--- src/logic/omc_pkg.sv ---
// Package with shared constants and types of the operating-mode controller.
package omc_pkg;
    localparam int unsigned CLK_HZ          = 50_000_000;
    localparam int unsigned STUP1_US        = 1000;
    localparam int unsigned STUP2_US        = 2500;
    localparam int unsigned WUP1_US         = 500;
    localparam int unsigned WUP2_US         = 2000;
    localparam int unsigned PROG_MS         = 20;
    localparam int unsigned UPDATE_HZ       = 290;
    localparam int unsigned STUP1_CYC       = STUP1_US * (CLK_HZ / 1_000_000);
    localparam int unsigned STUP2_CYC       = STUP2_US * (CLK_HZ / 1_000_000);
    localparam int unsigned WUP1_CYC        = WUP1_US * (CLK_HZ / 1_000_000);
    localparam int unsigned WUP2_CYC        = WUP2_US * (CLK_HZ / 1_000_000);
    localparam int unsigned PROG_CYC        = PROG_MS * (CLK_HZ / 1000);
    localparam int unsigned UPDATE_CYC      = CLK_HZ / UPDATE_HZ;
    localparam int unsigned CFG_LOAD_CYC    = 16;
    localparam int unsigned CMD_EXEC_CYC    = 8;
    localparam int unsigned CYC_FIELD_LSB   = 12;
    localparam int unsigned CYC_FIELD_MSB   = 14;
    localparam logic [7:0]  CFG_CYC_ADDR    = 8'h02;
    localparam logic [7:0]  CMD_ENTER_CAL   = 8'hA9;
    localparam logic [7:0]  CMD_RESUME_NORM = 8'hA8;
    localparam logic [7:0]  CMD_MEASURE     = 8'hAA;
    localparam logic [7:0]  CMD_START_CYC   = 8'hAB;
    localparam logic [7:0]  CMD_NVM_WRITE   = 8'h40;
    localparam logic [7:0]  CMD_NVM_WR_TOP  = 8'h7F;
    localparam logic [15:0] CFG_RST_VAL     = 16'h0000;
    localparam logic [23:0] BASE_INTERVAL   = 24'h0F_4240;

    typedef enum logic [2:0] {
        OMC_POWER_UP = 3'b000,
        OMC_CFG_LOAD = 3'b001,
        OMC_SLEEP    = 3'b011,
        OMC_WAKE     = 3'b010,
        OMC_EXEC     = 3'b110,
        OMC_CAL_IDLE = 3'b111
    } omc_state_e;

    typedef enum logic [1:0] {
        OMC_MODE_SLEEP  = 2'h0,
        OMC_MODE_CYCLIC = 2'h1,
        OMC_MODE_CAL    = 2'h2
    } omc_mode_e;

    function automatic logic omc_cmd_valid(input logic [7:0] cmd);
        omc_cmd_valid = (cmd == CMD_ENTER_CAL) || (cmd == CMD_RESUME_NORM) || (cmd == CMD_MEASURE)
            || (cmd == CMD_START_CYC) || ((cmd >= CMD_NVM_WRITE) && (cmd <= CMD_NVM_WR_TOP));
    endfunction : omc_cmd_valid
endpackage : omc_pkg

--- src/logic/omc_if.sv ---
// Interface joining the host end and the device end of the mode controller.
interface omc_if;
    logic        cmd_valid;
    logic [7:0]  cmd_code;
    logic [15:0] cmd_data;
    logic        cmd_ready;
    logic        rsp_valid;
    logic [15:0] rsp_data;
    logic        dev_ready;

    modport device (
        input  cmd_valid, cmd_code, cmd_data,
        output cmd_ready, rsp_valid, rsp_data, dev_ready
    );
    modport host (
        output cmd_valid, cmd_code, cmd_data,
        input  cmd_ready, rsp_valid, rsp_data, dev_ready
    );
endinterface : omc_if

--- src/logic/omc_device.sv ---
// Device end: power sequencing and operating-mode control of the sensor conditioner.
module omc_device (
    input  wire logic  mclk,
    input  wire logic  sys_rst,
    input  wire logic  clk_en,
    omc_if.device      bus,
    input  wire logic  [15:0] nvm_cfg_word,
    output logic       [7:0]  nvm_cfg_addr,
    output logic              core_switched_domain,
    output logic              always_on_interface_domain,
    output logic              analog_ready,
    output logic              measure_strobe,
    output logic       [1:0]  op_mode,
    output logic       [15:0] result_data
);
    typedef struct packed {
        omc_pkg::omc_state_e state;
        omc_pkg::omc_mode_e  mode;
        logic                first_cmd_seen;
        logic [2:0]          cycle_sleep_interval;
        logic [23:0]         timer;
        logic [23:0]         analog_timer;
        logic [7:0]          cur_cmd;
        logic [15:0]         cur_data;
        logic                rsp;
        logic [15:0]         result;
        logic                meas;
        logic [15:0]         sample;
    } omc_dev_s;

    omc_dev_s st_ff;
    omc_dev_s nxt_st;
    logic     accept;

    function automatic logic [23:0] cyc_interval(input logic [2:0] sel);
        cyc_interval = omc_pkg::BASE_INTERVAL << sel;
    endfunction : cyc_interval

    // Commands are taken only where the controller is listening.
    assign accept = bus.cmd_valid && omc_pkg::omc_cmd_valid(bus.cmd_code)
                    && (st_ff.state == omc_pkg::OMC_SLEEP || st_ff.state == omc_pkg::OMC_CAL_IDLE);

    always_comb begin
        nxt_st = st_ff;
        nxt_st.rsp = 1'b0;
        nxt_st.meas = 1'b0;
        if (st_ff.timer != 24'h00_0000) begin
            nxt_st.timer = st_ff.timer - 24'h00_0001;
        end
        if (st_ff.analog_timer != 24'h00_0000) begin
            nxt_st.analog_timer = st_ff.analog_timer - 24'h00_0001;
        end
        case (st_ff.state)
            omc_pkg::OMC_POWER_UP: begin
                nxt_st.state = omc_pkg::OMC_CFG_LOAD;
                nxt_st.timer = 24'(omc_pkg::CFG_LOAD_CYC);
                nxt_st.analog_timer = 24'(omc_pkg::STUP2_CYC);
            end
            omc_pkg::OMC_CFG_LOAD: begin
                if (st_ff.timer == 24'h00_0000) begin
                    nxt_st.cycle_sleep_interval =
                        nvm_cfg_word[omc_pkg::CYC_FIELD_MSB:omc_pkg::CYC_FIELD_LSB];
                    nxt_st.state = omc_pkg::OMC_SLEEP;
                end
            end
            omc_pkg::OMC_SLEEP: begin
                if (accept) begin
                    nxt_st.cur_cmd = bus.cmd_code;
                    nxt_st.cur_data = bus.cmd_data;
                    nxt_st.state = omc_pkg::OMC_WAKE;
                    nxt_st.timer = 24'(omc_pkg::CMD_EXEC_CYC);
                    nxt_st.analog_timer = 24'(omc_pkg::WUP2_CYC);
                end else if (st_ff.mode == omc_pkg::OMC_MODE_CYCLIC && st_ff.timer == 24'h00_0000) begin
                    nxt_st.cur_cmd = omc_pkg::CMD_MEASURE;
                    nxt_st.state = omc_pkg::OMC_WAKE;
                    nxt_st.timer = 24'(omc_pkg::CMD_EXEC_CYC);
                    nxt_st.analog_timer = 24'(omc_pkg::WUP2_CYC);
                end
            end
            omc_pkg::OMC_CAL_IDLE: begin
                if (accept) begin
                    nxt_st.cur_cmd = bus.cmd_code;
                    nxt_st.cur_data = bus.cmd_data;
                    nxt_st.state = omc_pkg::OMC_WAKE;
                    nxt_st.timer = 24'(omc_pkg::CMD_EXEC_CYC);
                end
            end
            omc_pkg::OMC_WAKE: begin
                if (st_ff.timer == 24'h00_0000) begin
                    nxt_st.state = omc_pkg::OMC_EXEC;
                    if (st_ff.cur_cmd >= omc_pkg::CMD_NVM_WRITE && st_ff.cur_cmd <= omc_pkg::CMD_NVM_WR_TOP) begin
                        nxt_st.timer = 24'(omc_pkg::PROG_CYC);
                    end else if (st_ff.cur_cmd == omc_pkg::CMD_MEASURE) begin
                        nxt_st.timer = 24'(omc_pkg::UPDATE_CYC);
                    end else begin
                        nxt_st.timer = 24'h00_0000;
                    end
                end
            end
            omc_pkg::OMC_EXEC: begin
                if (st_ff.timer == 24'h00_0000) begin
                    nxt_st.rsp = 1'b1;
                    if (st_ff.cur_cmd == omc_pkg::CMD_MEASURE) begin
                        nxt_st.meas = 1'b1;
                        nxt_st.sample = st_ff.sample + 16'h0001;
                        nxt_st.result = st_ff.sample + 16'h0001;
                    end else begin
                        nxt_st.result = {8'h00, st_ff.cur_cmd};
                    end
                    if (st_ff.cur_cmd == omc_pkg::CMD_ENTER_CAL && st_ff.mode == omc_pkg::OMC_MODE_SLEEP
                        && !st_ff.first_cmd_seen) begin
                        nxt_st.mode = omc_pkg::OMC_MODE_CAL;
                    end else if (st_ff.cur_cmd == omc_pkg::CMD_RESUME_NORM) begin
                        nxt_st.mode = omc_pkg::OMC_MODE_SLEEP;
                    end else if (st_ff.cur_cmd == omc_pkg::CMD_START_CYC) begin
                        nxt_st.mode = omc_pkg::OMC_MODE_CYCLIC;
                    end
                    // The flag is set only once the first command has finished, so that command still sees it clear.
                    nxt_st.first_cmd_seen = 1'b1;
                    nxt_st.state = omc_pkg::OMC_SLEEP;
                    nxt_st.timer = cyc_interval(st_ff.cycle_sleep_interval);
                    if (nxt_st.mode == omc_pkg::OMC_MODE_CAL) begin
                        nxt_st.state = omc_pkg::OMC_CAL_IDLE;
                        nxt_st.timer = 24'h00_0000;
                    end
                end
            end
            default: nxt_st.state = omc_pkg::OMC_POWER_UP;
        endcase
    end

    always_ff @(posedge mclk) begin
        if (sys_rst) begin
            st_ff <= '0;
        end else if (clk_en) begin
            st_ff <= nxt_st;
        end
    end

    assign bus.cmd_ready = accept;
    assign bus.rsp_valid = st_ff.rsp;
    assign bus.rsp_data  = st_ff.result;
    assign bus.dev_ready = (st_ff.state == omc_pkg::OMC_SLEEP) || (st_ff.state == omc_pkg::OMC_CAL_IDLE);
    assign nvm_cfg_addr  = omc_pkg::CFG_CYC_ADDR;
    assign core_switched_domain = (st_ff.state != omc_pkg::OMC_SLEEP);
    assign always_on_interface_domain = 1'b1;
    assign analog_ready  = core_switched_domain && (st_ff.analog_timer == 24'h00_0000)
                           && (st_ff.state != omc_pkg::OMC_POWER_UP) && (st_ff.state != omc_pkg::OMC_CFG_LOAD);
    assign measure_strobe = st_ff.meas;
    assign op_mode       = st_ff.mode;
    assign result_data   = st_ff.result;
endmodule : omc_device

--- src/flat_wrapper.sv ---
// flat-port wrapper written by rule: the top's interface ports become plain ports
module omc_device_flat 
  (mclk, sys_rst, clk_en, nvm_cfg_word, nvm_cfg_addr, core_switched_domain, always_on_interface_domain, analog_ready, measure_strobe, op_mode, result_data, bus_cmd_valid, bus_cmd_code, bus_cmd_data, bus_cmd_ready, bus_rsp_valid, bus_rsp_data, bus_dev_ready);
  omc_if bus_i ();
  input  wire logic mclk;
  input  wire logic sys_rst;
  input  wire logic clk_en;
  input  wire logic  [15:0] nvm_cfg_word;
  output logic       [7:0] nvm_cfg_addr;
  output logic core_switched_domain;
  output logic always_on_interface_domain;
  output logic analog_ready;
  output logic measure_strobe;
  output logic       [1:0] op_mode;
  output logic       [15:0] result_data;
  input wire logic [$bits(bus_i.cmd_valid)-1:0] bus_cmd_valid;
  input wire logic [$bits(bus_i.cmd_code)-1:0] bus_cmd_code;
  input wire logic [$bits(bus_i.cmd_data)-1:0] bus_cmd_data;
  output wire logic [$bits(bus_i.cmd_ready)-1:0] bus_cmd_ready;
  output wire logic [$bits(bus_i.rsp_valid)-1:0] bus_rsp_valid;
  output wire logic [$bits(bus_i.rsp_data)-1:0] bus_rsp_data;
  output wire logic [$bits(bus_i.dev_ready)-1:0] bus_dev_ready;
  assign bus_i.cmd_valid = bus_cmd_valid;
  assign bus_i.cmd_code = bus_cmd_code;
  assign bus_i.cmd_data = bus_cmd_data;
  assign bus_cmd_ready = bus_i.cmd_ready;
  assign bus_rsp_valid = bus_i.rsp_valid;
  assign bus_rsp_data = bus_i.rsp_data;
  assign bus_dev_ready = bus_i.dev_ready;
  omc_device u_core (.mclk(mclk), .sys_rst(sys_rst), .clk_en(clk_en), .bus(bus_i), .nvm_cfg_word(nvm_cfg_word), .nvm_cfg_addr(nvm_cfg_addr), .core_switched_domain(core_switched_domain), .always_on_interface_domain(always_on_interface_domain), .analog_ready(analog_ready), .measure_strobe(measure_strobe), .op_mode(op_mode), .result_data(result_data));
endmodule
--- config.mk ---
export PLATFORM = sky130hd
export DESIGN_NAME = omc_device_flat
export DESIGN_NICKNAME = d
export VERILOG_FILES = /design/src/logic/omc_pkg.sv /design/src/logic/omc_if.sv /design/src/logic/omc_device.sv /design/src/flat_wrapper.sv
export SDC_FILE = /design/constraint.sdc
export NUM_CORES = 1
export LEC_CHECK = 0
export BUFFER_PORTS_ARGS = -buffer_cell sky130_fd_sc_hd__buf_2
export CAP_MARGIN = 20
export CORE_ASPECT_RATIO = 1.75
export CORE_UTILIZATION = 25
export DETAILED_ROUTE_END_ITERATION = 10
export PLACE_DENSITY = 0.52
export SETUP_SLACK_MARGIN = 0.1
export SYNTH_ARGS = -nofsm -noshare
export SYNTH_HDL_FRONTEND = slang
export SYNTH_SLANG_ARGS = --single-unit
--- constraint.sdc ---
create_clock -name mclk -period 2.9 [get_ports mclk]
set_input_delay 0.145 -clock mclk [delete_from_list [all_inputs] [get_ports mclk]]
set_output_delay 0.145 -clock mclk [all_outputs]
set_load 0.05 [all_outputs]
* Word level (Yosys, flattened, before mapping)
Index checks and enable logic that the tools add are counted.
** Storage, ports and cells
- Register bits :: 99
- Output and inout port bits :: 49
** Cells by class
- Reduce and logical (&&, ||, !) cells :: 29
- Add/sub/neg operators :: 3
- Order comparisons :: 4
- Multiplexer cells :: 32
- Shift-type cells :: 1
- Eq/ne operators :: 22
** Operators with widths (count)
- 24-bit 2-to-1 mux :: 8
- 24-bit case mux with 5 select lines :: 1
- 56-bit 2-to-1 mux :: 2
- 24-bit case mux with 2 select lines :: 2
- 34-bit 2-to-1 mux :: 2
- 8-bit == test, second input constant :: 8
- 24-bit zero test :: 2
- 24-bit nonzero test :: 2
- 24-bit by 1-bit subtractor with 24-bit output, second input constant :: 2
- 16-bit 2-to-1 mux :: 2
- 20-bit by 3-bit left shift with 24-bit output, first input constant :: 1
- 18-bit 2-to-1 mux :: 1
- 3-bit 2-to-1 mux :: 6
- 3-bit case mux with 6 select lines :: 1
- 17-bit 2-to-1 mux :: 1
- 16-bit by 1-bit adder with 16-bit output, second input constant :: 1
- 8-bit by 7-bit >= comparator with 1-bit output, second input constant :: 2
- 8-bit by 7-bit <= comparator with 1-bit output, second input constant :: 2
- 1-bit logical AND :: 10
- 2-bit 2-to-1 mux :: 5
- 4-bit AND reduction :: 2
- 3-bit by 2-bit == test with 1-bit output, second input constant :: 2
- 3-bit == test, second input constant :: 2
- 6-bit 2-to-1 mux :: 1
- 16 further kinds :: 23

* Logic depth before layout (Yosys ltp)
- Depth after elaboration :: 10
- Depth in mapped cells :: 11

* Worst setup path before layout
Ideal clock, no wire load.
- Path kind :: register -> output
- Start point :: register u_core.st_ff[60] (netlist bit)
- End point :: output port analog_ready
- Stages on the path, launching flop included :: 6
- Slack :: 0.067 ns
- Required time :: 2.755 ns
- Arrival :: 2.688 ns
- Buffers on the path :: 2
- Cells stage by stage :: dfxtp_1 or4_1 buf_2 or4_4 buf_6 nor3_1
** On the way
- Longest elaborated chain between the ends :: 4
** RTL lines
- start: declaration :: line omc_device.sv:31 : omc_dev_s st_ff;
- start signal: assignment :: line omc_device.sv:136 : st_ff <= nxt_st;
- 24-bit zero test :: line omc_device.sv:147 : assign analog_ready = core_switched_domain && (st_ff.analog_timer == 24'h00_0000)
- 1-bit logical AND :: line omc_device.sv:147
- 1-bit logical AND (2 in a row) :: line omc_device.sv:148 : && (st_ff.state != omc_pkg::OMC_POWER_UP) && (st_ff.state != omc_pkg::OMC_CFG_LOAD);
- end: declaration :: line flat_wrapper.sv:12 : output logic analog_ready;
No other way between the ends.

* Worst setup path after layout
- Start point :: register u_core.st_ff[82] (netlist bit)
- End point :: register u_core.st_ff[86] (netlist bit)
** On the way
- Longest elaborated chain between the ends :: 5
** RTL lines
- 24-bit by 1-bit subtractor with 24-bit output (tied with other cells) :: line omc_device.sv:48 : nxt_st.timer = st_ff.timer - 24'h00_0001;
- 24-bit 2-to-1 mux / 1-bit logical AND (equally long branches) :: line omc_device.sv:47, omc_device.sv:73
- 56-bit 2-to-1 mux :: line omc_device.sv:73 : end else if (st_ff.mode == omc_pkg::OMC_MODE_CYCLIC && st_ff.timer == 24'h00_0000) begin
- 56-bit 2-to-1 mux :: line omc_device.sv:67 : if (accept) begin
- 24-bit case mux with 5 select lines * :: line omc_device.sv:53 : case (st_ff.state)
Mark *: on every way between the ends. The rest lies on a longest branch, timed or not. The select of a mux whose other input is x is not followed.
A chain may end at the register's enable or synchronous reset.

==> flow_summary.yaml <==
power:
  switchingPower_uw: 2300
  pwr-share-seq_pct: 29.6
  swShare_pct: 41.8
  total_power_uw: 5500
  p_leak_uw: 0.00269
  ir_drop_uv: 313
  comb_power_share_pct: 47.7
  p_int_uw: 3200
  powerDensity_nw_per_um2: 751
  clockPowerShare_pct: 22.7
detailed_routing:
  dr.pass1.iters: 6
  num_vias: 6282
  wl_per_cell_um: 17.9
  vias_per_cell: 5.34
  first_iter_violations: 376
  ant_nets: 0
  drt-total-wl_um: 21000
  drc: 0
setup_path:
  crit_type: "flop to flop"
  worstPathCellList: "inv_1, ha_1, nor2b_1, nand3_1, a2111oi_0, buf_4, nor2_1, buf_12, a211oi_1, a211oi_1"
  worst-path-max-fanout: 12
  reg2reg_depth: 10
  critPathSlowestCell: "a2111oi_0"
  cp_data_arrival_time_ps: 2860
  start_kind: "flop"
  crit_path_end_kind: "flop"
  r2r-start: "u_core.st_ff[82]"
  cpMostUsedCell: "a211oi_1"
  reg2reg_to: "u_core.st_ff[86]"
  required_ps: 3120
  slowest_delay_ps: 440
  reg2reg_slack_ps: 260
clocking:
  clock-sinks: 99
  clk_latency_ps: 370
  htree_levels: 3
  cts_setup_buffers: 0
  clockBufferDepth: 2
  cts-root-buf: "clkbuf_16"
  cts_resized: 0
  clk_pin_slew_worst_paths_ps: 70
  cts_tree: "yes"
  numCtsBuffers: 9
  hold_buffers: 0
final_layout:
  n_antenna_cell: 0
  area_growth_pct: 14.6
  fill_cells: 2724
  multi_input_area_sq_um: 3820
  mostFrequentLayoutCell: "dfxtp_1"
  fin_area_sq_um: 7330
  final-seq-area_sq_um: 1980
  fin_util_pct: 29.1
  layout_common_cells: "99 x dfxtp_1, 92 x nor2_1, 60 x nand2_1, 60 x buf_4, 53 x buf_2"
  nets: 915
  drive_gt1_share_pct: 18.2
placement:
  placed_area_sq_um: 7020
  portBuffers: 54
  hpwl_um: 15600
  gp_congestion: 0.895
timing:
  hold_viol: 0
  slew_headroom_pct: 46.3
  period_share_pct: 90.9
  worst_pin_slew_ps: 803
  drv_slew: 0
  period_needed_ps: 2640
  finalSetupViolations: 0
  fin_worst_skew_ps: 13.4
  grt_setup_unrepaired: "false"
  fmax_ghz: 0.379
  finalSetupTns_ps: 0
global_route:
  track_usage_pct: 16.7
  first_global_vias: 6006
  globalRouteOverflowTotal: 0
  antenna_found_initial: 0
  grt_pass1_wl_um: 32900
  grt_max_degree: 59
worst_hold_path:
  whs_path_depth: 3
  worstHoldStart: "nvm_cfg_word[14]"
  worstHoldPathType: "input pin to flop"
  holdPathEnd: "u_core.st_ff[108]"
synthesis:
  yosysTopAreaCellShare_pct: 31.0
  ys_seq_area_share_pct: 31.0
  yosysTopAreaCell: "dfxtp_1"
  synth_edf_count: 0
  ys_warn_count: 0
  ys.flop_type: "dfxtp_1"
  yosys-top-cells-area: "dfxtp_1 31%, nor2_1 5.5%, buf_4 5.1%, nor3_1 3.6%, xnor2_1 3.6%"
  synth_cell_types: 68
  syn_area_per_cell_sq_um: 7.79
  ys_ff_latch: 99
  syn_inst: 820
  synth_area_sq_um: 6390
  async_flop_share_pct: 0
floorplanning:
  die_h_um: 214
  die-area_sq_um: 26200
  initial_core_util_pct: 25.4
  core-area_sq_um: 25100
  rows: 77
  pin_count: 93
  die_width_um: 123
job:
  drv_cap: 0
run_status:
  status: "completed"
power groups by stage:
stage                     sequential (uW)  clock (uW)  combinational (uW)
after floorplan                      1600           0                1720
after CTS                            1620        1290                2590
after detailed placement             1650           0                2570
final                                1630        1250                2630
after global routing                 1640        1340                2870
after global placement               1650           0                2570
stage by stage:
| stage | setup slack (ps) | hold WS, ps | std cells |
|---|---|---|---|
| 2_1_floorplan | 393 | 292 | 827 |
| 3_3_place_gp | 202 | 380 | 1163 |
| 3_5_place_dp | 175 | 397 | 1163 |
| 4_1_cts | 173 | 12.0 | 1177 |
| 5_1_grt | 146 | 26.4 | 1177 |
| 6_report | 263 | 15.7 | 1177 |
layout make-up:
| type | instances | share of cell area, % |
|---|---|---|
| clock buffer | 10 | 3.26 |
| clock inverter | 4 | 0.700 |
| timing repair buffer | 114 | 10.0 |
| inverter | 27 | 1.38 |
| multi-input combinational | 607 | 52.2 |
| tap | 316 | 5.40 |
| sequential | 99 | 27.1 |
synth_stat cells (5+ instances only):
cell type,instances
dfxtp_1,99
nor2_1,93
nand2_1,60
nor3_1,46
a21oi_1,45
buf_4,43
clkbuf_1,42
inv_1,27
xnor2_1,26
nand3_1,24
o21ai_0,24
a211oi_1,19
nand4_1,18
nor4_1,17
xor2_1,16
ha_1,13
o31ai_1,13
o32ai_1,11
a31oi_1,10
nor2b_1,9
o211ai_1,9
or3_1,9
or4_1,9
a22oi_1,8
nand2b_1,8
o21a_1,8
o221a_2,7
o311ai_0,7
buf_2,6
nor3b_1,6
a32oi_1,5
and4_1,5
or2_2,5
logic make-up (layout without fill, tap and decap cells):
family                     after synthesis  in the layout  share of synthesized area, %
buffers and inverters                  121            155                          9.87
AOI/OAI and AO/OA                      196            196                          21.5
and+or+nand+nor                        340            340                          28.0
other                                    2              9                         0.118
DFF                                     99             99                          31.0
adders and majority gates               13             13                          2.55
muxes                                    7              7                          1.16
xor gates and xnor gates                42             42                          5.76
worst max path at each step:
stage	start	endpoint	slack [ps]	depth (start not counted)
after floorplan	u_core.st_ff[112]	u_core.st_ff[75]	390	7
after global placement	u_core.st_ff[98]	u_core.st_ff[86]	200	8
after detailed placement	u_core.st_ff[84]	u_core.st_ff[92]	170	6
after CTS	u_core.st_ff[84]	u_core.st_ff[92]	170	6
after global routing	u_core.st_ff[82]	u_core.st_ff[99]	150	9
final	u_core.st_ff[82]	u_core.st_ff[86]	260	10
state kept, by name, summed over array words and instances (netlist names):
name and cells:
u_core.bus.rsp_valid 1, u_core.bus.rsp_data 16, u_core.st_ff 79, u_core.measure_strobe 1
u_core.op_mode 2
critical path, delay by kind of cell (launching register included):
family	cells	cell delay [ps]
simple gates	3	610
flops	1	330
fa+ha+maj	1	230
buf+inv	3	580
compound gates	3	730
layer usage:
metal / vias to the layer above / wire (um) / global-route usage, %
li1: 3043 / - / -
met1: 2992 / 7890 / 16.8
met2: 184 / 11200 / 30.7
met3: 63 / 785 / 2.98
met4: 0 / 1130 / 10.8
met5: - / 0 / 0
Note: power is estimated with default switching activity, not from simulation.
